`config.mk`:
```
export PLATFORM = sky130hd
export DESIGN_NAME = ubk_top
export DESIGN_NICKNAME = d
export VERILOG_FILES = /design/src/common/ubk_pkg.sv /design/src/hw/ubk_sync.sv /design/src/hw/ubk_fifo.sv /design/src/hw/ubk_top.sv
export SDC_FILE = /design/constraint.sdc
export NUM_CORES = 1
export LEC_CHECK = 0
export BUFFER_PORTS_ARGS = -buffer_cell sky130_fd_sc_hd__buf_2
export CORE_MARGIN = 4
export CORE_UTILIZATION = 65
export CTS_BUF_LIST = sky130_fd_sc_hd__clkbuf_8
export CTS_CLUSTER_SIZE = 10
export DETAILED_ROUTE_END_ITERATION = 16
export GPL_TIMING_DRIVEN = 1
export PLACE_DENSITY = 0.95
export SYNTH_ARGS = -nofsm -noshare
export SYNTH_HDL_FRONTEND = slang
export SYNTH_HIERARCHICAL = 1
export SYNTH_SLANG_ARGS = --single-unit
```
`constraint.sdc`:
```
create_clock -name i_ref_clk -period 5.4 [get_ports i_ref_clk]
set_clock_uncertainty 0.05 [all_clocks]
set_input_delay 1.08 -clock i_ref_clk [delete_from_list [all_inputs] [get_ports i_ref_clk]]
set_output_delay 1.08 -clock i_ref_clk [all_outputs]
set_load 0.03 [all_outputs]
```
`src/common/ubk_pkg.sv`:
```
// package of register map, field layout and timing constants for the baud and break block
package ubk_pkg;
    // ----------------------------------------
    // register addresses on the memory bus
    // ----------------------------------------
    localparam logic [15:0] UBK_ADDR_CLK_SEL = 16'hFF56;
    localparam logic [15:0] UBK_ADDR_DIVIDER = 16'hFF57;
    localparam logic [15:0] UBK_ADDR_CTRL = 16'hFF58;
    // ----------------------------------------
    // reset values
    // ----------------------------------------
    localparam logic [3:0] UBK_RST_CLK_SEL = 4'h0;
    localparam logic [7:0] UBK_RST_DIVIDER = 8'hFF;
    localparam logic [7:0] UBK_RST_CTRL = 8'h16;
    // ----------------------------------------
    // control register field positions
    // ----------------------------------------
    localparam int UBK_BIT_RX_BUSY = 7;
    localparam int UBK_BIT_RX_TRIG = 6;
    localparam int UBK_BIT_TX_TRIG = 5;
    localparam int UBK_BIT_WIDTH_HI = 4;
    localparam int UBK_BIT_WIDTH_LO = 2;
    localparam int UBK_BIT_ORDER = 1;
    localparam int UBK_BIT_INVERT = 0;
    // ----------------------------------------
    // clock select and divider limits
    // ----------------------------------------
    localparam logic [3:0] UBK_SEL_MAX_POW = 4'hA;
    localparam logic [3:0] UBK_SEL_TIMER = 4'hB;
    localparam logic [7:0] UBK_DIV_MIN = 8'h08;
    // break widths: code 5 is shortest (13), codes 0..4 give 16..20
    localparam logic [4:0] UBK_BRK_BASE_LONG = 5'h10;
    localparam logic [4:0] UBK_BRK_BASE_SHORT = 5'h08;
    // received low run of at least this many bit times is a valid break
    localparam logic [4:0] UBK_BRK_RX_MIN = 5'h0B;
    // ----------------------------------------
    // fifo shape for the receive sample path
    // ----------------------------------------
    localparam int UBK_FIFO_WIDTH = 8;
    localparam int UBK_FIFO_DEPTH = 16;

    // register bus request bundle
    typedef struct packed {
        logic wr;
        logic rd;
        logic [15:0] addr;
        logic [7:0] wdata;
    } ubk_bus_s;

    // mode bits from the port mode register outside this block
    typedef struct packed {
        logic power;
        logic tx_en;
        logic rx_en;
    } ubk_mode_s;
endpackage

```
`src/hw/ubk_sync.sv`:
```
// three-stage synchroniser with agreement detection for pin inputs
`timescale 1ns/10ps
module ubk_sync
    import ubk_pkg::*;
(
    input wire logic i_ref_clk,
    input wire logic i_rst_n,
    input wire logic i_ce,
    input wire logic i_async,
    output logic o_level
);
    logic s1_r;
    logic s2_r;
    logic s3_r;

    // ----------------------------------------
    // sampling chain, idle high
    // ----------------------------------------
    // first stage is read only by the second, so metastability stays contained
    always_ff @(posedge i_ref_clk or negedge i_rst_n) begin
        if (!i_rst_n) begin
            s1_r <= 1'b1;
            s2_r <= 1'b1;
            s3_r <= 1'b1;
            o_level <= 1'b1;
        end else if (i_ce) begin
            s1_r <= i_async;
            s2_r <= s1_r;
            s3_r <= s2_r;
            if (s2_r == s3_r) begin
                o_level <= s3_r;
            end
        end
    end
endmodule

```
`src/hw/ubk_fifo.sv`:
```
// parameterised flip-flop fifo with valid and ready on both sides
`timescale 1ns/10ps
module ubk_fifo
    import ubk_pkg::*;
#(
    parameter int WIDTH = UBK_FIFO_WIDTH,
    parameter int DEPTH = UBK_FIFO_DEPTH
)
(
    input wire logic i_ref_clk,
    input wire logic i_rst_n,
    input wire logic i_ce,
    input wire logic i_clear,
    input wire logic i_valid,
    output logic o_ready,
    input wire logic [WIDTH-1:0] i_data,
    output logic o_valid,
    input wire logic i_ready,
    output logic [WIDTH-1:0] o_data
);
    localparam int AW = $clog2(DEPTH);
    logic [WIDTH-1:0] mem_r [DEPTH];
    logic [AW-1:0] wp_r;
    logic [AW-1:0] rp_r;
    logic [AW:0] cnt_r;
    logic push;
    logic pop;

    assign o_ready = (cnt_r != DEPTH[AW:0]);
    assign o_valid = (cnt_r != '0);
    assign o_data = mem_r[rp_r];
    assign push = i_valid && o_ready;
    assign pop = o_valid && i_ready;

    // ----------------------------------------
    // storage and pointers
    // ----------------------------------------
    always_ff @(posedge i_ref_clk or negedge i_rst_n) begin
        if (!i_rst_n) begin
            wp_r <= '0;
            rp_r <= '0;
            cnt_r <= '0;
        end else if (i_ce) begin
            if (i_clear) begin
                wp_r <= '0;
                rp_r <= '0;
                cnt_r <= '0;
            end else begin
                if (push) begin
                    wp_r <= wp_r + 1'b1;
                end
                if (pop) begin
                    rp_r <= rp_r + 1'b1;
                end
                cnt_r <= cnt_r + {{AW{1'b0}}, push} - {{AW{1'b0}}, pop};
            end
        end
    end

    // data words carry no reset; they are only read when counted valid
    always_ff @(posedge i_ref_clk) begin
        if (i_ce && push && !i_clear) begin
            mem_r[wp_r] <= i_data;
        end
    end
endmodule

```
`src/hw/ubk_top.sv`:
```
// baud rate generation and sync break control of the async serial port
`timescale 1ns/10ps
// Function
// - clock select codes 0..10 give system clock over 2^code, 11 the timer
// - 8-bit divider divides base clock by k, k from 8 to 255
// - bit rate is the divider output halved
// - rewriting same clock select or divider value does not disturb traffic
// - refreshing control register restarts break reception; software must allow for it
// - busy flag bit 7 reads 1 during reception, clears on power/rx off or success
// - failed break reception keeps busy flag set; software re-arms reception
// - writing rx trigger starts reception; reads 0, clears on success
// - writing tx trigger sends a break; reads 0, clears at its end
// - width codes 5,6,7 give 13..15 bits, codes 0..4 give 16..20
// - bit order 0 is MSB first, 1 LSB first; change only while idle
// - inversion bit set drives transmit line inverted while powered; power off holds it high
// - power off stops the internal clock low and resets port logic
// - power off also clears busy flag and reception trigger
// - rx enable off resets reception, tx enable off resets transmission
module ubk_top
    import ubk_pkg::*;
(
    input wire logic i_ref_clk,
    input wire logic i_rst_n,
    input wire logic i_ce,
    input wire logic i_bus_wr,
    input wire logic i_bus_rd,
    input wire logic [15:0] i_bus_addr,
    input wire logic [7:0] i_bus_wdata,
    output logic [7:0] o_bus_rdata,
    input wire logic i_port_power_enable,
    input wire logic i_tx_enable_bit,
    input wire logic i_rx_enable_bit,
    input wire logic i_timer_output_source,
    input wire logic i_serial_in_line,
    input wire logic i_tx_data_bit,
    input wire logic i_sample_ready,
    output logic o_serial_out_line,
    output logic o_baud_tick,
    output logic o_bit_order_select,
    output logic o_tx_done,
    output logic o_rx_done,
    output logic o_sample_valid,
    output logic o_sample_bit
);
    typedef enum logic [1:0] {TX_IDLE, TX_BREAK} ubk_tx_e;
    typedef enum logic [1:0] {RX_IDLE, RX_WAIT_LOW, RX_COUNT} ubk_rx_e;

    ubk_bus_s bus;
    ubk_mode_s mode;
    ubk_tx_e tx_st_r;
    ubk_rx_e rx_st_r;
    logic [3:0] clk_sel_r;
    logic [7:0] divider_r;
    logic [2:0] width_r;
    logic bit_order_r;
    logic invert_r;
    logic rx_trig_r;
    logic rx_busy_r;
    logic [10:0] pre_r;
    logic [10:0] pre_nxt;
    logic tmr_d_r;
    logic base_tick;
    logic [7:0] div_cnt_r;
    logic half_r;
    logic bit_tick_r;
    logic [4:0] tx_cnt_r;
    logic [4:0] rx_cnt_r;
    logic line_in;
    logic rx_on;
    logic tx_on;
    logic tx_start;
    logic rx_start;
    logic fifo_in_ready;
    logic fifo_out_valid;
    logic [UBK_FIFO_WIDTH-1:0] fifo_out_data;
    logic [UBK_FIFO_WIDTH-1:0] shift_r;
    logic [2:0] shift_cnt_r;
    logic ctrl_wr;

    assign bus = '{wr: i_bus_wr, rd: i_bus_rd, addr: i_bus_addr, wdata: i_bus_wdata};
    assign mode = '{power: i_port_power_enable, tx_en: i_tx_enable_bit,
                    rx_en: i_rx_enable_bit};
    assign rx_on = mode.power && mode.rx_en;
    assign tx_on = mode.power && mode.tx_en;
    assign ctrl_wr = bus.wr && (bus.addr == UBK_ADDR_CTRL);
    assign tx_start = ctrl_wr && bus.wdata[UBK_BIT_TX_TRIG] && tx_on;
    assign rx_start = ctrl_wr && bus.wdata[UBK_BIT_RX_TRIG] && rx_on;

    // number of bit times for a break width code
    function automatic logic [4:0] brk_bits(input logic [2:0] code);
        if (code >= 3'h5) begin
            brk_bits = UBK_BRK_BASE_SHORT + {2'b00, code};
        end else begin
            brk_bits = UBK_BRK_BASE_LONG + {2'b00, code};
        end
    endfunction

    // ----------------------------------------
    // synchronised receive pin
    // ----------------------------------------
    ubk_sync u_sync (
        .i_ref_clk(i_ref_clk),
        .i_rst_n(i_rst_n),
        .i_ce(i_ce),
        .i_async(i_serial_in_line),
        .o_level(line_in)
    );

    // ----------------------------------------
    // register writes
    // ----------------------------------------
    // plain stores; an unchanged value leaves the dividers untouched
    always_ff @(posedge i_ref_clk or negedge i_rst_n) begin
        if (!i_rst_n) begin
            clk_sel_r <= UBK_RST_CLK_SEL;
            divider_r <= UBK_RST_DIVIDER;
            width_r <= UBK_RST_CTRL[UBK_BIT_WIDTH_HI:UBK_BIT_WIDTH_LO];
            bit_order_r <= UBK_RST_CTRL[UBK_BIT_ORDER];
            invert_r <= UBK_RST_CTRL[UBK_BIT_INVERT];
        end else if (i_ce && bus.wr) begin
            if (bus.addr == UBK_ADDR_CLK_SEL) begin
                clk_sel_r <= bus.wdata[3:0];
            end
            if (bus.addr == UBK_ADDR_DIVIDER) begin
                divider_r <= bus.wdata;
            end
            if (bus.addr == UBK_ADDR_CTRL) begin
                width_r <= bus.wdata[UBK_BIT_WIDTH_HI:UBK_BIT_WIDTH_LO];
                bit_order_r <= bus.wdata[UBK_BIT_ORDER];
                invert_r <= bus.wdata[UBK_BIT_INVERT];
            end
        end
    end

    // ----------------------------------------
    // register read mux, registered
    // ----------------------------------------
    // triggers always read back as zero
    always_ff @(posedge i_ref_clk or negedge i_rst_n) begin
        if (!i_rst_n) begin
            o_bus_rdata <= 8'h00;
        end else if (i_ce) begin
            if (bus.rd && bus.addr == UBK_ADDR_CLK_SEL) begin
                o_bus_rdata <= {4'h0, clk_sel_r};
            end else if (bus.rd && bus.addr == UBK_ADDR_DIVIDER) begin
                o_bus_rdata <= divider_r;
            end else if (bus.rd && bus.addr == UBK_ADDR_CTRL) begin
                o_bus_rdata <= {rx_busy_r, 2'b00, width_r, bit_order_r, invert_r};
            end else begin
                o_bus_rdata <= 8'h00;
            end
        end
    end

    // ----------------------------------------
    // base clock prescaler
    // ----------------------------------------
    // the tick is one cycle where the selected prescaler bit rises
    assign pre_nxt = pre_r + 11'h001;
    always_comb begin
        base_tick = 1'b0;
        if (clk_sel_r == 4'h0) begin
            base_tick = 1'b1;
        end else if (clk_sel_r <= UBK_SEL_MAX_POW) begin
            base_tick = !pre_r[clk_sel_r - 4'h1] && pre_nxt[clk_sel_r - 4'h1];
        end else if (clk_sel_r == UBK_SEL_TIMER) begin
            base_tick = i_timer_output_source && !tmr_d_r;
        end
    end

    // power off freezes the clock chain low
    always_ff @(posedge i_ref_clk or negedge i_rst_n) begin
        if (!i_rst_n) begin
            pre_r <= 11'h000;
            tmr_d_r <= 1'b0;
        end else if (i_ce) begin
            tmr_d_r <= i_timer_output_source;
            pre_r <= mode.power ? pre_nxt : 11'h000;
        end
    end

    // ----------------------------------------
    // 8-bit divider and final halving
    // ----------------------------------------
    // values below the minimum are clamped rather than left undefined
    always_ff @(posedge i_ref_clk or negedge i_rst_n) begin
        if (!i_rst_n) begin
            div_cnt_r <= 8'h00;
            half_r <= 1'b0;
            bit_tick_r <= 1'b0;
        end else if (i_ce) begin
            bit_tick_r <= 1'b0;
            if (!mode.power || !(mode.tx_en || mode.rx_en)) begin
                div_cnt_r <= 8'h00;
                half_r <= 1'b0;
            end else if (base_tick) begin
                if (div_cnt_r >= ((divider_r < UBK_DIV_MIN) ? UBK_DIV_MIN : divider_r)
                        - 8'h01) begin
                    div_cnt_r <= 8'h00;
                    half_r <= !half_r;
                    bit_tick_r <= half_r;
                end else begin
                    div_cnt_r <= div_cnt_r + 8'h01;
                end
            end
        end
    end

    // ----------------------------------------
    // break transmission
    // ----------------------------------------
    always_ff @(posedge i_ref_clk or negedge i_rst_n) begin
        if (!i_rst_n) begin
            tx_st_r <= TX_IDLE;
            tx_cnt_r <= 5'h00;
            o_tx_done <= 1'b0;
        end else if (i_ce) begin
            o_tx_done <= 1'b0;
            if (!tx_on) begin
                tx_st_r <= TX_IDLE;
                tx_cnt_r <= 5'h00;
            end else begin
                case (tx_st_r)
                    TX_IDLE: begin
                        if (tx_start) begin
                            tx_st_r <= TX_BREAK;
                            tx_cnt_r <= brk_bits(bus.wdata[UBK_BIT_WIDTH_HI:UBK_BIT_WIDTH_LO]);
                        end
                    end
                    TX_BREAK: begin
                        if (bit_tick_r) begin
                            if (tx_cnt_r == 5'h01) begin
                                tx_st_r <= TX_IDLE;
                                o_tx_done <= 1'b1;
                            end
                            tx_cnt_r <= tx_cnt_r - 5'h01;
                        end
                    end
                    default: begin
                        tx_st_r <= TX_IDLE;
                    end
                endcase
            end
        end
    end

    // line drive: idle high when powered off, the inversion bit during break, else shifter data (high with tx off) xor inversion bit
    always_ff @(posedge i_ref_clk or negedge i_rst_n) begin
        if (!i_rst_n) begin
            o_serial_out_line <= 1'b1;
            o_baud_tick <= 1'b0;
            o_bit_order_select <= UBK_RST_CTRL[UBK_BIT_ORDER];
        end else if (i_ce) begin
            o_baud_tick <= bit_tick_r;
            o_bit_order_select <= bit_order_r;
            if (!mode.power) begin
                o_serial_out_line <= 1'b1;
            end else if (tx_st_r == TX_BREAK) begin
                o_serial_out_line <= invert_r;
            end else begin
                o_serial_out_line <= (tx_on ? i_tx_data_bit : 1'b1) ^ invert_r;
            end
        end
    end

    // ----------------------------------------
    // break reception
    // ----------------------------------------
    // a write of the trigger mid-reception re-arms from scratch
    always_ff @(posedge i_ref_clk or negedge i_rst_n) begin
        if (!i_rst_n) begin
            rx_st_r <= RX_IDLE;
            rx_cnt_r <= 5'h00;
            rx_trig_r <= 1'b0;
            rx_busy_r <= 1'b0;
            o_rx_done <= 1'b0;
        end else if (i_ce) begin
            o_rx_done <= 1'b0;
            if (!rx_on) begin
                rx_st_r <= RX_IDLE;
                rx_trig_r <= 1'b0;
                rx_busy_r <= 1'b0;
                rx_cnt_r <= 5'h00;
            end else if (rx_start) begin
                rx_st_r <= RX_WAIT_LOW;
                rx_trig_r <= 1'b1;
                rx_busy_r <= 1'b1;
                rx_cnt_r <= 5'h00;
            end else begin
                case (rx_st_r)
                    RX_IDLE: begin
                    end
                    RX_WAIT_LOW: begin
                        if (!line_in) begin
                            rx_st_r <= RX_COUNT;
                            rx_cnt_r <= 5'h00;
                        end
                    end
                    RX_COUNT: begin
                        if (line_in) begin
                            if (rx_cnt_r >= UBK_BRK_RX_MIN) begin
                                rx_st_r <= RX_IDLE;
                                rx_trig_r <= 1'b0;
                                rx_busy_r <= 1'b0;
                                o_rx_done <= 1'b1;
                            end else begin
                                rx_st_r <= RX_IDLE;
                            end
                        end else if (bit_tick_r && rx_cnt_r != 5'h1F) begin
                            rx_cnt_r <= rx_cnt_r + 5'h01;
                        end
                    end
                    default: begin
                        rx_st_r <= RX_IDLE;
                    end
                endcase
            end
        end
    end

    // ----------------------------------------
    // receive sample path through the fifo
    // ----------------------------------------
    // line samples are packed per bit tick; when the fifo is full the
    // packer holds, so a stalled reader drops later samples, not old ones
    always_ff @(posedge i_ref_clk or negedge i_rst_n) begin
        if (!i_rst_n) begin
            shift_r <= '0;
            shift_cnt_r <= 3'h0;
        end else if (i_ce) begin
            if (!rx_on) begin
                shift_cnt_r <= 3'h0;
            end else if (bit_tick_r && fifo_in_ready) begin
                shift_r <= {shift_r[UBK_FIFO_WIDTH-2:0], line_in};
                shift_cnt_r <= shift_cnt_r + 3'h1;
            end
        end
    end

    ubk_fifo #(
        .WIDTH(UBK_FIFO_WIDTH),
        .DEPTH(UBK_FIFO_DEPTH)
    ) u_fifo (
        .i_ref_clk(i_ref_clk),
        .i_rst_n(i_rst_n),
        .i_ce(i_ce),
        .i_clear(!rx_on),
        .i_valid(bit_tick_r && fifo_in_ready && shift_cnt_r == 3'h7 && rx_on),
        .o_ready(fifo_in_ready),
        .i_data({shift_r[UBK_FIFO_WIDTH-2:0], line_in}),
        .o_valid(fifo_out_valid),
        .i_ready(i_sample_ready && !o_sample_valid),
        .o_data(fifo_out_data)
    );

    // output stage register: parity of one word, valid for a single cycle
    always_ff @(posedge i_ref_clk or negedge i_rst_n) begin
        if (!i_rst_n) begin
            o_sample_valid <= 1'b0;
            o_sample_bit <= 1'b0;
        end else if (i_ce) begin
            if (o_sample_valid) begin
                o_sample_valid <= 1'b0;
            end else if (fifo_out_valid && i_sample_ready) begin
                o_sample_valid <= 1'b1;
                o_sample_bit <= ^fifo_out_data;
            end
        end
    end
endmodule

```
Word level (Yosys, flattened, before mapping) --
Memory sizes are Yosys's and may differ from the RTL's. Cells that the tools add are included.
Cells by class: $lt $le $gt $ge 6, equality and inequality tests 28, add/subtract/negate cells 13, reductions and logical operators 54, bitwise gates (word level) 2, muxes and demuxes 70
Operators with widths (number):
- $mux W8 | 7
- $mux W5 | 10
- $eq A16 B16 Y1 const B | 3
- $mux W1 | 32
- $logic_and A1 B1 Y1 | 23
- $pmux W5 S2 | 2
- $mux W2 | 8
- $mux W4 | 4
- $reduce_and A2 Y1 | 8
- $reduce_and A4 Y1 | 4
- $ne A3 B1 Y1 const B | 4
- $ne A3 B3 Y1 const B | 4
- $ne A4 B4 Y1 const B | 3
- $add A11 B1 Y11 const B | 1
- $mux W11 | 1
- $ne A5 B5 Y1 const B | 2
- $reduce_and A3 Y1 | 3
- $add A4 B1 Y4 const B | 2
- $add A8 B1 Y8 const B | 1
- $bmux W1 S4 | 2
- $ge A8 B8 Y1 | 1
- $lt A8 B4 Y1 const B | 1
- $reduce_xor A8 Y1 | 1
- $sub A8 B1 Y8 const B | 1
- 33 further kinds | 45
Storage, ports and cells: memories 1, bits in registers 96, RAM bits 128, output and inout bits 15
Memories:
- u_fifo.mem_r | words 16, bits a word 8, read ports 1, clocked after memory_dff 0, wr ports 1, RTL line ubk_fifo.sv:22 | logic [WIDTH-1:0] mem_r [DEPTH];

Logic depth before layout (Yosys ltp) --
Gate-level depths: netlist of run 1.
depth after elaboration 9, depth in mapped cells 16, depth with buffers taken out 16

By module --
The synthesis of run 1 kept the hierarchy.
By module, submodules not included:
- ubk_fifo | area each 5918.2 um^2, instances 1, sequential area each 4169.0 um^2, cells an instance 355
- ubk_top | area each 4789.6 um^2, instances 1, sequential area each 1968.1 um^2, cells an instance 487
- ubk_sync | area each 161.4 um^2, instances 1, sequential area each 105.1 um^2, cells an instance 10

Worst setup path before layout of run 1 --
Ideal clock, no wire load.
path type register to register, from register divider_r[4], to register div_cnt_r[0], cell stages (with the launch flop) 17, data required time 5267 ps, clock period less this slack 3652 ps, buffers on the path 2, path slack 1748 ps, arrival 3519 ps, path through dfstp_2 > nor2_1 > or4b_2 > clkbuf_1 > nand2_1 > ha_1 > nand3_1 > nor3_1 > xnor2_1 > ha_1 > a2111o_1 > nor3_1 > o21ai_0 > and2_2 > clkbuf_1 > or4_1 > o21ai_0
On the way: longest elaborated chain between the ends 7
Ends and longest elaborated chain:
- from (decl) | RTL line ubk_top.sv:53 | logic [7:0] divider_r;
- from (signal assigned) | RTL line ubk_top.sv:125 | divider_r <= bus.wdata;
- $lt A8 B4 Y1 | RTL line ubk_top.sv:197 | if (div_cnt_r >= ((divider_r < UBK_DIV_MIN) ? UBK_DIV_MIN : divider_r)
- $mux W8 * | RTL line ubk_top.sv:197
- $sub A8 B1 Y8 * | RTL line ubk_top.sv:198 | - 8'h01) begin
- $ge A8 B8 Y1 * | RTL line ubk_top.sv:197
- $mux W8 * | RTL line ubk_top.sv:197
- $mux W8 * | RTL line ubk_top.sv:196 | end else if (base_tick) begin
- $mux W8 * | RTL line ubk_top.sv:193 | if (!mode.power || !(mode.tx_en || mode.rx_en)) begin
- to (signal assigned) | RTL line ubk_top.sv:203 | div_cnt_r <= div_cnt_r + 8'h01;
- to (decl) | RTL line ubk_top.sv:63 | logic [7:0] div_cnt_r;
Mark *: on every way between the ends. The rest lies on a longest branch, timed or not. The select of a mux whose other input is x is not followed. A chain may end at the register's enable or synchronous reset.

Worst setup path after layout of run 1 --
from input i_port_power_enable, to memory u_fifo/mem_r[0][3] (netlist bit) (enable)
On the way: longest elaborated chain between the ends 7
Ends and longest elaborated chain:
- from (decl) | RTL line ubk_top.sv:30 | input wire logic i_port_power_enable,
- $logic_and A1 B1 Y1 * | RTL line ubk_top.sv:83 | assign rx_on = mode.power && mode.rx_en;
- $logic_and A1 B1 Y1 | RTL line ubk_top.sv:348 | .i_valid(bit_tick_r && fifo_in_ready && shift_cnt_r == 3'h7 && rx_on),
- $logic_and A1 B1 Y1 | RTL line ubk_fifo.sv:32 | assign push = i_valid && o_ready;
- $logic_and A1 B1 Y1 | RTL line ubk_fifo.sv:62 | if (i_ce && push && !i_clear) begin
- $logic_and A1 B1 Y1 * | RTL line ubk_fifo.sv:62
- $mux W1 * | RTL line ubk_fifo.sv:62
- $mux W1 (implied by the code) * | RTL line ubk_fifo.sv:63 | mem_r[wp_r] <= i_data;
- to (decl) | RTL line ubk_fifo.sv:22
Mark *: on every way between the ends. The rest lies on a longest branch, timed or not.

==> results_dict.tcl, run 1 <==
set metrics [dict create \
    postSynthCellCount 852 \
    clk-insertion-delay-late_ns 0.54 \
    syn_area_per_cell_sq_um 12.8 \
    drive_above_1_share_pct 20.8 \
    period_share_pct 71.6 \
    dp_slack_ns 1.07 \
    power_density_nw_per_um2 325 \
    ys_warn_count 6 \
    syn_area_sq_um 10900 \
    cp.arrival_ns 3.96 \
    cap_violations 0 \
    synth_cell_types 84 \
    fill_cells 1018 \
    max_freq_ghz 0.259 \
    postCtsSetupBuffers 0 \
    die_x_microns 137 \
    r2r-start "divider_r[4]$_DFFE_PN1P_" \
    drt_iter0_drc 924 \
    finalWirelength_microns 24400 \
    r2r_cells 14 \
    timing.slew.headroom_pct 11.1 \
    final.min_clock_period_ns 3.86 \
    ioPinCount 51 \
    cp.required_ns 5.50 \
    hold_buffers 0 \
    grt-ovfl-total 0 \
    clk_path_buf_depth 3 \
    htree_levels 2 \
    gp_congestion 0.908 \
    synthFlopType "edfxtp_1" \
    path_clk_slew_ns 0.06 \
    register_area_sq_um 6240 \
    detail-route-antenna-nets 0 \
    setup_viol 0 \
    antenna_found_initial 0 \
    p_leak_nw 4.56 \
    vias 7611 \
    fp.coreArea_sq_um 16500 \
    synth_enable_flop_cells 128 \
    reg2reg_setup_slack_ns 1.56 \
    min-delay-start "o_rx_done$_DFFE_PN0P_" \
    yosysMostFrequentCell "edfxtp_1" \
    initial_core_util_pct 66.0 \
    numCtsBuffers 37 \
    wl_per_cell_microns 21.2 \
    synthTopCellsByArea "edfxtp_1, dfrtp_1, dfstp_2" \
    hold_viol_final 0 \
    dieArea_sq_um 18900 \
    cts_tree "done" \
    rsz0062_at_grt "no" \
    area_growth_pct 8.94 \
    min_to "o_rx_done$_DFFE_PN0P_" \
    die_height_microns 137 \
    ys_top_cells_by_count "edfxtp_1, dfrtp_1, nand2_1, o21ai_0, inv_1" \
    synth-seq-cells 223 \
    drtPass1Iterations 5 \
    vias_per_cell 6.63 \
    r2r-end "div_cnt_r[0]$_DFFE_PN0P_" \
    tightest_slew_ns 1.32 \
    nets 972 \
    drc 0 \
    cts_root_buffer "clkbuf_8" \
    dp_hpwl_microns 16200 \
    tns_ns 0 \
    clock_sinks 223 \
    setup_slack_ns 1.54 \
    portBuffers 50 \
    grt_max_degree 67 \
    hold_depth 1 \
    finalMaxSlewViolations 0 \
    peakVddDrop_mv 0.268 \
    grt_pass1_vias 7563 \
    std_cell_rows 47 \
    path_max_fanout 20 \
    synth_top_area_cell "edfxtp_1" \
    crit_start "i_port_power_enable" \
    synth.top_cell.area_share_pct 35.4 \
    hold_path_class "register to register" \
    ys_seq_area_share_pct 57.4 \
    crit_path_start_kind "primary input" \
    worstSetupPathType "primary input to register" \
    endpoint_kind "register" \
    multi_input_area_sq_um 4180 \
    grt_first_pass_wirelength_microns 39400 \
    num_antenna_cells 0 \
    async_flop_share_pct 42.6 \
    cts_resized 0 \
    grt_usage_pct 26.9 \
    syn_nets 923 \
    status "complete, no violations" \
]
## placed cells by master, fill, tap and decap left out, types with 6 or more instances in the layout
cell type    n
a31oi_1      6
nand3b_1     7
dfrtp_1     77
nor2b_1      8
edfxtp_1   128
a22oi_1     12
mux2_2      30
a21oi_1     17
o31ai_1      9
nor4_1      11
dfstp_2     17
nor3_1      21
a22o_1      12
clkbuf_8    41
mux2i_1     36
buf_2       49
nor2_1      35
inv_1       53
mux4_2      17
o21ai_0     54
nand3_1     19
nor3b_1      8
a221oi_1    16
nand2b_1     9
and3_1      11
clkinv_1     7
xnor2_1     14
ha_1        34
nand4_1      8
nand2_1     57
## kinds of logic (layout without fill, tap and decap cells)
kind of cell | after synthesis | after routing | synth area share, %
mux | 84 | 84 | 10.1
fa+ha+maj | 35 | 35 | 4.10
simple gates | 219 | 219 | 10.9
buf+inv | 88 | 164 | 4.10
flops | 223 | 223 | 57.4
xor+xnor | 19 | 19 | 1.53
compound gates | 184 | 184 | 11.9
## flip-flops by register name, indices dropped and copies added (netlist names), 2 cells and up
| signal | count |
|---|---|
| rx_st_r | 2 |
| shift_cnt_r | 3 |
| pre_r | 11 |
| div_cnt_r | 8 |
| divider_r | 8 |
| clk_sel_r | 4 |
| u_fifo/wp_r | 4 |
| width_r | 3 |
| tx_cnt_r | 5 |
| u_fifo/rp_r | 4 |
| o_bus_rdata | 8 |
| u_fifo/cnt_r | 5 |
| shift_r | 7 |
| rx_cnt_r | 5 |
| u_fifo/mem_r | 128 |
## stage by stage
step	area [sq um]	total power, W	cells	hold slack, ns	utilization [%]
after CTS	11800	0.00386	1148	0.447	71.9
after detailed placement	11100	0.00249	1082	0.434	67.7
after global placement	11100	0.00245	1082	0.428	67.7
final	11800	0.00385	1148	0.443	71.9
after global routing	11800	0.00401	1148	0.473	71.9
after floorplan	10900	0.00237	852	0.397	-
## metal layers
layer / part of all wire [%] / vias up / routed length, microns / track usage (%)
met3: 7.8 / 80 / 1890 / 5.19
met4: 3.3 / 0 / 802 / 11.1
li1: - / 3351 / - / -
met2: 50 / 426 / 12200 / 44.7
met5: 0 / - / 0 / 0
met1: 39 / 3754 / 9430 / 35.1
## critical path: stages
cell,delay (ns)
buf_2,0.26
and2_1,0.27
inv_1,0.29
nand2b_1,0.34
nor3_1,0.40
nand2_1,0.25
nor3_1,1.06
## worst max path at each step
| stage | to | slack (ns) |
|---|---|---|
| floorplan | div_cnt_r[0]$_DFFE_PN0P_ | 1.75 |
| CTS | div_cnt_r[0]$_DFFE_PN0P_ | 1.58 |
| finish | u_fifo/mem_r[0][3]$_DFFE_PP_ | 1.54 |
| global placement | u_fifo/mem_r[1][2]$_DFFE_PP_ | 1.41 |
| detailed placement | u_fifo/mem_r[0][3]$_DFFE_PP_ | 1.07 |
| global route | div_cnt_r[0]$_DFFE_PN0P_ | 1.20 |
## area by class of cell
class / instances / share of cell area [%]
Sequential cell: 223 / 52.7
Multi-Input combinational cell: 541 / 35.3
Clock buffer: 41 / 4.77
Timing Repair Buffer: 54 / 2.39
Tap cell: 220 / 2.32
Inverter: 44 / 1.39
Clock inverter: 25 / 1.09
## power by group
| group | leakage [nW] | total [W] | switching [W] | internal (W) |
|---|---|---|---|---|
| sequential | 2.46 | 0.00199 | 0.000124 | 0.00186 |
| clock | 0.398 | 0.00138 | 0.000673 | 0.000709 |
| combinational | 1.71 | 0.000482 | 0.000257 | 0.000225 |
| total | 4.56 | 0.00385 | 0.00105 | 0.00280 |
(Power assumes the default switching activity.)
==> run 2, diff against run 1 <==
- CORE_UTILIZATION: 65 -> 64
- clock period: 5.4 -> 3.75 ns (I/O delays scaled with it)
==> run 2 against run 1 <==
Effect of this change: first-iteration DRC count increased by 4.7%; sequential power grew 43%; global-route usage rose by 0.69 points; largest power group unchanged.
==> results_dict.tcl, run 2 (synthesis results as in run 1) <==
set metrics [dict create \
    path_delay_family "simple AND/OR/NAND/NOR gates" \
    timing.slew.headroom_pct 22.8 \
    hold_buffers 0 \
    peakVddDrop_mv 0.477 \
    dieArea_sq_um 19100 \
    final.min_clock_period_ns 3.51 \
    path_common_cell "inv_1" \
    drt_iter0_drc 967 \
    power_density_nw_per_um2 471 \
    cp.required_ns 4.09 \
    timing.critical_path.buf_inv 4 \
    crit_path_start_kind "register" \
    clock_sinks 223 \
    rsz0062_at_grt "no" \
    portBuffers 50 \
    finalWirelength_microns 26200 \
    grt_usage_pct 27.6 \
    area_growth_pct 10.8 \
    path_cells "inv_1 > ha_1 > and4bb_2 > inv_1 > and2_1 > and3_1 > nand2_1 > ha_1 > inv_1 > ha_1 > inv_1 > fa_1 > nor2b_1 > o21ba_2 > a211oi_1 > nand3b_1" \
    drtPass1Iterations 7 \
    endpoint_kind "register" \
    cp.arrival_ns 3.85 \
    path_clk_slew_ns 0.06 \
    r2r-start "u_fifo/cnt_r[3]$_DFFE_PN0P_" \
    period_share_pct 93.5 \
    tns_ns 0 \
    fin_util_pct 72.4 \
    grt_first_pass_wirelength_microns 42700 \
    numCtsBuffers 36 \
    drc 0 \
    num_antenna_cells 0 \
    initial_core_util_pct 65.3 \
    worstSetupPathType "register to register" \
    hold_path_class "primary input to async pin" \
    ioPinCount 51 \
    reg_top3 "u_fifo/mem_r x128, pre_r x11" \
    final_area_sq_um 12000 \
    final_common_cell "edfxtp_1" \
    cts_tree "done" \
    max_freq_ghz 0.285 \
    finalMaxSlewViolations 0 \
    cap_violations 0 \
    grt_pass1_vias 7999 \
    path_max_fanout 5 \
    clk_path_buf_depth 3 \
    slowest_stage "dfrtp_1" \
    hold_viol_final 0 \
    tightest_slew_ns 1.16 \
    vias 7891 \
    setup_viol 0 \
    p_leak_nw 4.68 \
    std_cell_rows 47 \
    final_cell_mix "edfxtp_1, dfrtp_1, nand2_1" \
    status "complete, no violations" \
    wl_per_cell_microns 22.4 \
    dpl-instance-area_sq_um 11300 \
    antenna_found_initial 0 \
    fill_cells 953 \
    gp_congestion 0.933 \
    clk-insertion-delay-late_ns 0.54 \
    drive_above_1_share_pct 22.9 \
    grt_max_degree 88 \
    nets 993 \
    crit_start "u_fifo/cnt_r[3]$_DFFE_PN0P_" \
    htree_levels 2 \
    cpPeakStageDelay_ns 0.42 \
    vias_per_cell 6.75 \
    grt-ovfl-total 0 \
    fp.coreArea_sq_um 16600 \
    finalPower_w 0.00567 \
    cts_root_buffer "clkbuf_8" \
    die_height_microns 138 \
    largest_reg_flops 128 \
    dp_hpwl_microns 16600 \
    detail-route-antenna-nets 0 \
    die_x_microns 138 \
    largest-register "u_fifo/mem_r" \
]
run 2: final timing paths:
path	endpoint	slack [ns]	cells after the start
min in group i_ref_clk	tmr_d_r$_DFFE_PN0P_	0.40	3
max in group asynchronous	u_sync/s1_r$_DFFE_PN1P_	2.42	2
worst max register to register	u_fifo/cnt_r[4]$_DFFE_PN0P_	0.24	16
worst min register to register	shift_cnt_r[1]$_DFFE_PN0P_	0.46	1
worst max-delay path	u_fifo/cnt_r[4]$_DFFE_PN0P_	0.24	16
worst min-delay path	clk_sel_r[1]$_DFFE_PN0P_	0.36	1
run 2: layout make-up:
cell class	instances	area (sq um)	share of cell area, %
sequential	223	6240	51.8
multi-input combinational	541	4200	34.8
clock buffer	39	537	4.46
timing repair buffer	76	460	3.82
tap	220	275	2.29
clock inverter	26	166	1.38
inverter	44	165	1.37
run 2: metal layers:
metal | global-route usage [%] | wire length, microns
met1 | 37.2 | 9880
met2 | 44.0 | 12500
met3 | 4.63 | 2480
met4 | 13.8 | 1300
met5 | 0 | 0
run 2: metrics by stage:
step	instances	hold slack (ns)	setup WS, ns
floorplan	852	0.397	0.0984
global placement	1104	0.438	0.214
detailed placement	1104	0.445	0.0768
CTS	1169	0.392	0.0450
global route	1169	0.415	0.0132
finish	1169	0.362	0.245
run 2: repair_timing:
| item | in CTS | in global routing |
|---|---|---|
| gates resized for setup | 0 | 4 |
| endpoints found under the setup margin | 0 | 8 |
| buffers inserted | 0 | 0 |
run 2: worst register-to-register path: stages (launching register included):
cell	delay [ns]
dfrtp_1	0.42
inv_1	0.11
ha_1	0.21
and4bb_2	0.26
inv_1	0.12
and2_1	0.19
and3_1	0.24
nand2_1	0.13
ha_1	0.30
inv_1	0.06
ha_1	0.17
inv_1	0.06
fa_1	0.39
nor2b_1	0.24
o21ba_2	0.19
a211oi_1	0.06
nand3b_1	0.18
run 2: report_power, final:
group	total (W)	switching [W]	internal (W)	leakage (nW)
combinational	0.000770	0.000427	0.000343	1.83
sequential	0.00285	0.000165	0.00268	2.46
clock	0.00205	0.000949	0.00110	0.396
total	0.00567	0.00154	0.00413	4.68
==> run 3, diff against run 2 <==
- PLACE_DENSITY: 0.95 -> unset
- PLACE_DENSITY_LB_ADDON: unset -> 0.12
==> run 3 against run 2 <==
Effect of this change: power shrank 3.4%; final area hardly changed; critical endpoint is now div_cnt_r[7]$_DFFE_PN0P_; first-iteration DRC count fell by 45%; register-to-register slack got worse by 0.13 ns; highest routed layer unchanged; die area unchanged; routed wire length shrank 11%; non-clock buffer count increased by 4; via count is 7.1% lower; cell count is 0.43% higher; core utilization shrank 0.068 points; largest cell class unchanged.
==> results_dict.tcl, run 3 (synthesis results as in run 1) <==
set metrics [dict create \
    pwr-share-clk_pct 35.0 \
    dp_slack_ns 0.00338 \
    cp.arrival_ns 4.03 \
    final_common_cell "edfxtp_1" \
    gp_congestion 0.875 \
    r2r-end "div_cnt_r[7]$_DFFE_PN0P_" \
    cp.required_ns 4.14 \
    hold_path_class "primary input to async pin" \
    nets 997 \
    swShare_pct 26.7 \
    setup_slack_ns 0.111 \
    clk-insertion-delay-late_ns 0.53 \
    portBuffers 50 \
    finalMaxSlewViolations 0 \
    reg2reg_setup_slack_ns 0.11 \
    drc 0 \
    detail-route-antenna-nets 0 \
    hold_buffers 0 \
    area_growth_pct 10.7 \
    cts_tree "done" \
    wl_per_cell_microns 19.9 \
    grt_max_degree 63 \
    grt_first_pass_wirelength_microns 37500 \
    p_int_w 0.00402 \
    crit_start "divider_r[4]$_DFFE_PN1P_" \
    dp_hpwl_microns 16200 \
    r2r_cells 14 \
    max_freq_ghz 0.275 \
    vias 7330 \
    cts_resized 1 \
    initial_core_util_pct 65.3 \
    num_antenna_cells 0 \
    drt_iter0_drc 533 \
    drtPass1Iterations 8 \
    status "complete, no violations" \
    htree_levels 2 \
    endpoint_kind "register" \
    die_height_microns 138 \
    p_leak_nw 4.72 \
    die_x_microns 138 \
    peakVddDrop_mv 0.297 \
    grt-ovfl-total 0 \
    largest_reg_flops 128 \
    drive_above_1_share_pct 22.1 \
    grt_usage_pct 24.2 \
    final.min_clock_period_ns 3.64 \
    power_density_nw_per_um2 455 \
    path_clk_slew_ns 0.06 \
    cap_violations 0 \
    tightest_slew_ns 0.896 \
    grt_pass1_vias 7297 \
    std_cell_rows 47 \
    clock_sinks 223 \
    clk_path_buf_depth 3 \
    reg_top3 "u_fifo/mem_r x128, pre_r x11" \
    hold_viol_final 0 \
    postCtsSetupBuffers 0 \
    antenna_found_initial 0 \
    dieArea_sq_um 19100 \
    finalWirelength_microns 23400 \
    path_max_fanout 7 \
    fp.coreArea_sq_um 16600 \
    timing.slew.headroom_pct 39.7 \
    numCtsBuffers 36 \
    crit_path_start_kind "register" \
    tns_ns 0 \
    seqPwrFrac_pct 51.2 \
    vias_per_cell 6.24 \
    switchingPower_w 0.00146 \
    ioPinCount 51 \
    cts_root_buffer "clkbuf_8" \
    rsz0062_at_grt "no" \
    largest-register "u_fifo/mem_r" \
    final_cell_mix "edfxtp_1, dfrtp_1, inv_1" \
    period_share_pct 97.1 \
    worstSetupPathType "register to register" \
    setup_viol 0 \
    p_comb_share_pct 13.8 \
    r2r-start "divider_r[4]$_DFFE_PN1P_" \
]
run 3: final cells by class:
class	instances	area (sq um)
inverters	44	165
multi-input cells	541	4190
fillers	1139	4610
flip-flops and latches	223	6240
clock buffers	37	509
repair buffers	80	503
well taps	220	275
clock inverters	29	153
run 3: critical path, stage by stage (launching register included):
cell and delay [ns]:
dfstp_2 0.39, nor2_1 0.15, or4b_4 0.52, nand2_1 0.12, ha_1 0.18, nand3_1 0.11
nor3_1 0.20, xnor2_1 0.12, ha_1 0.21, a2111o_1 0.40, nor3_1 0.19, o21ai_0 0.18
and2_2 0.26, or3_1 0.35, o22ai_1 0.14
run 3: through the flow:
| stage | hold WS [ns] | cell area (sq um) | utilization, % | std cells | total power, W |
|---|---|---|---|---|---|
| global placement | 0.419 | 11400 | 68.3 | 1108 | 0.00356 |
| finish | 0.255 | 12000 | 72.3 | 1174 | 0.00548 |
| global route | 0.334 | 12000 | 72.3 | 1174 | 0.00575 |
| CTS | 0.283 | 12000 | 72.3 | 1174 | 0.00553 |
| floorplan | 0.397 | 10900 | - | 852 | 0.00341 |
| detailed placement | 0.418 | 11400 | 68.3 | 1108 | 0.00360 |
run 3: worst max path at each step:
stage                     slack, ns                       end  cells past startpoint
after floorplan                 0.1  div_cnt_r[0]$_DFFE_PN0P_                     16
after global placement         0.19  div_cnt_r[0]$_DFFE_PN0P_                     14
after detailed placement      0.003  div_cnt_r[7]$_DFFE_PN0P_                     14
after CTS                      0.17  div_cnt_r[7]$_DFFE_PN0P_                     14
after global routing           0.04  div_cnt_r[0]$_DFFE_PN0P_                     14
final                          0.11  div_cnt_r[7]$_DFFE_PN0P_                     14
run 3: power by group through the flow:
stage	clock [W]	combinational [W]	sequential [W]
6_report	0.00192	0.000754	0.00281
5_1_grt	0.00210	0.000832	0.00282
4_1_cts	0.00197	0.000760	0.00280
3_5_place_dp	0	0.000757	0.00285
3_3_place_gp	0	0.000722	0.00284
2_1_floorplan	0	0.000589	0.00283
run 3: per-layer routing:
metal  GRT usage [%]  up-vias  part of all wire, %
met5               0        -                    0
met4            7.38        0                  1.8
met3            4.77       40                  6.4
met2            37.0      251                   46
met1            35.6     3624                   46
li1                -     3415                    -
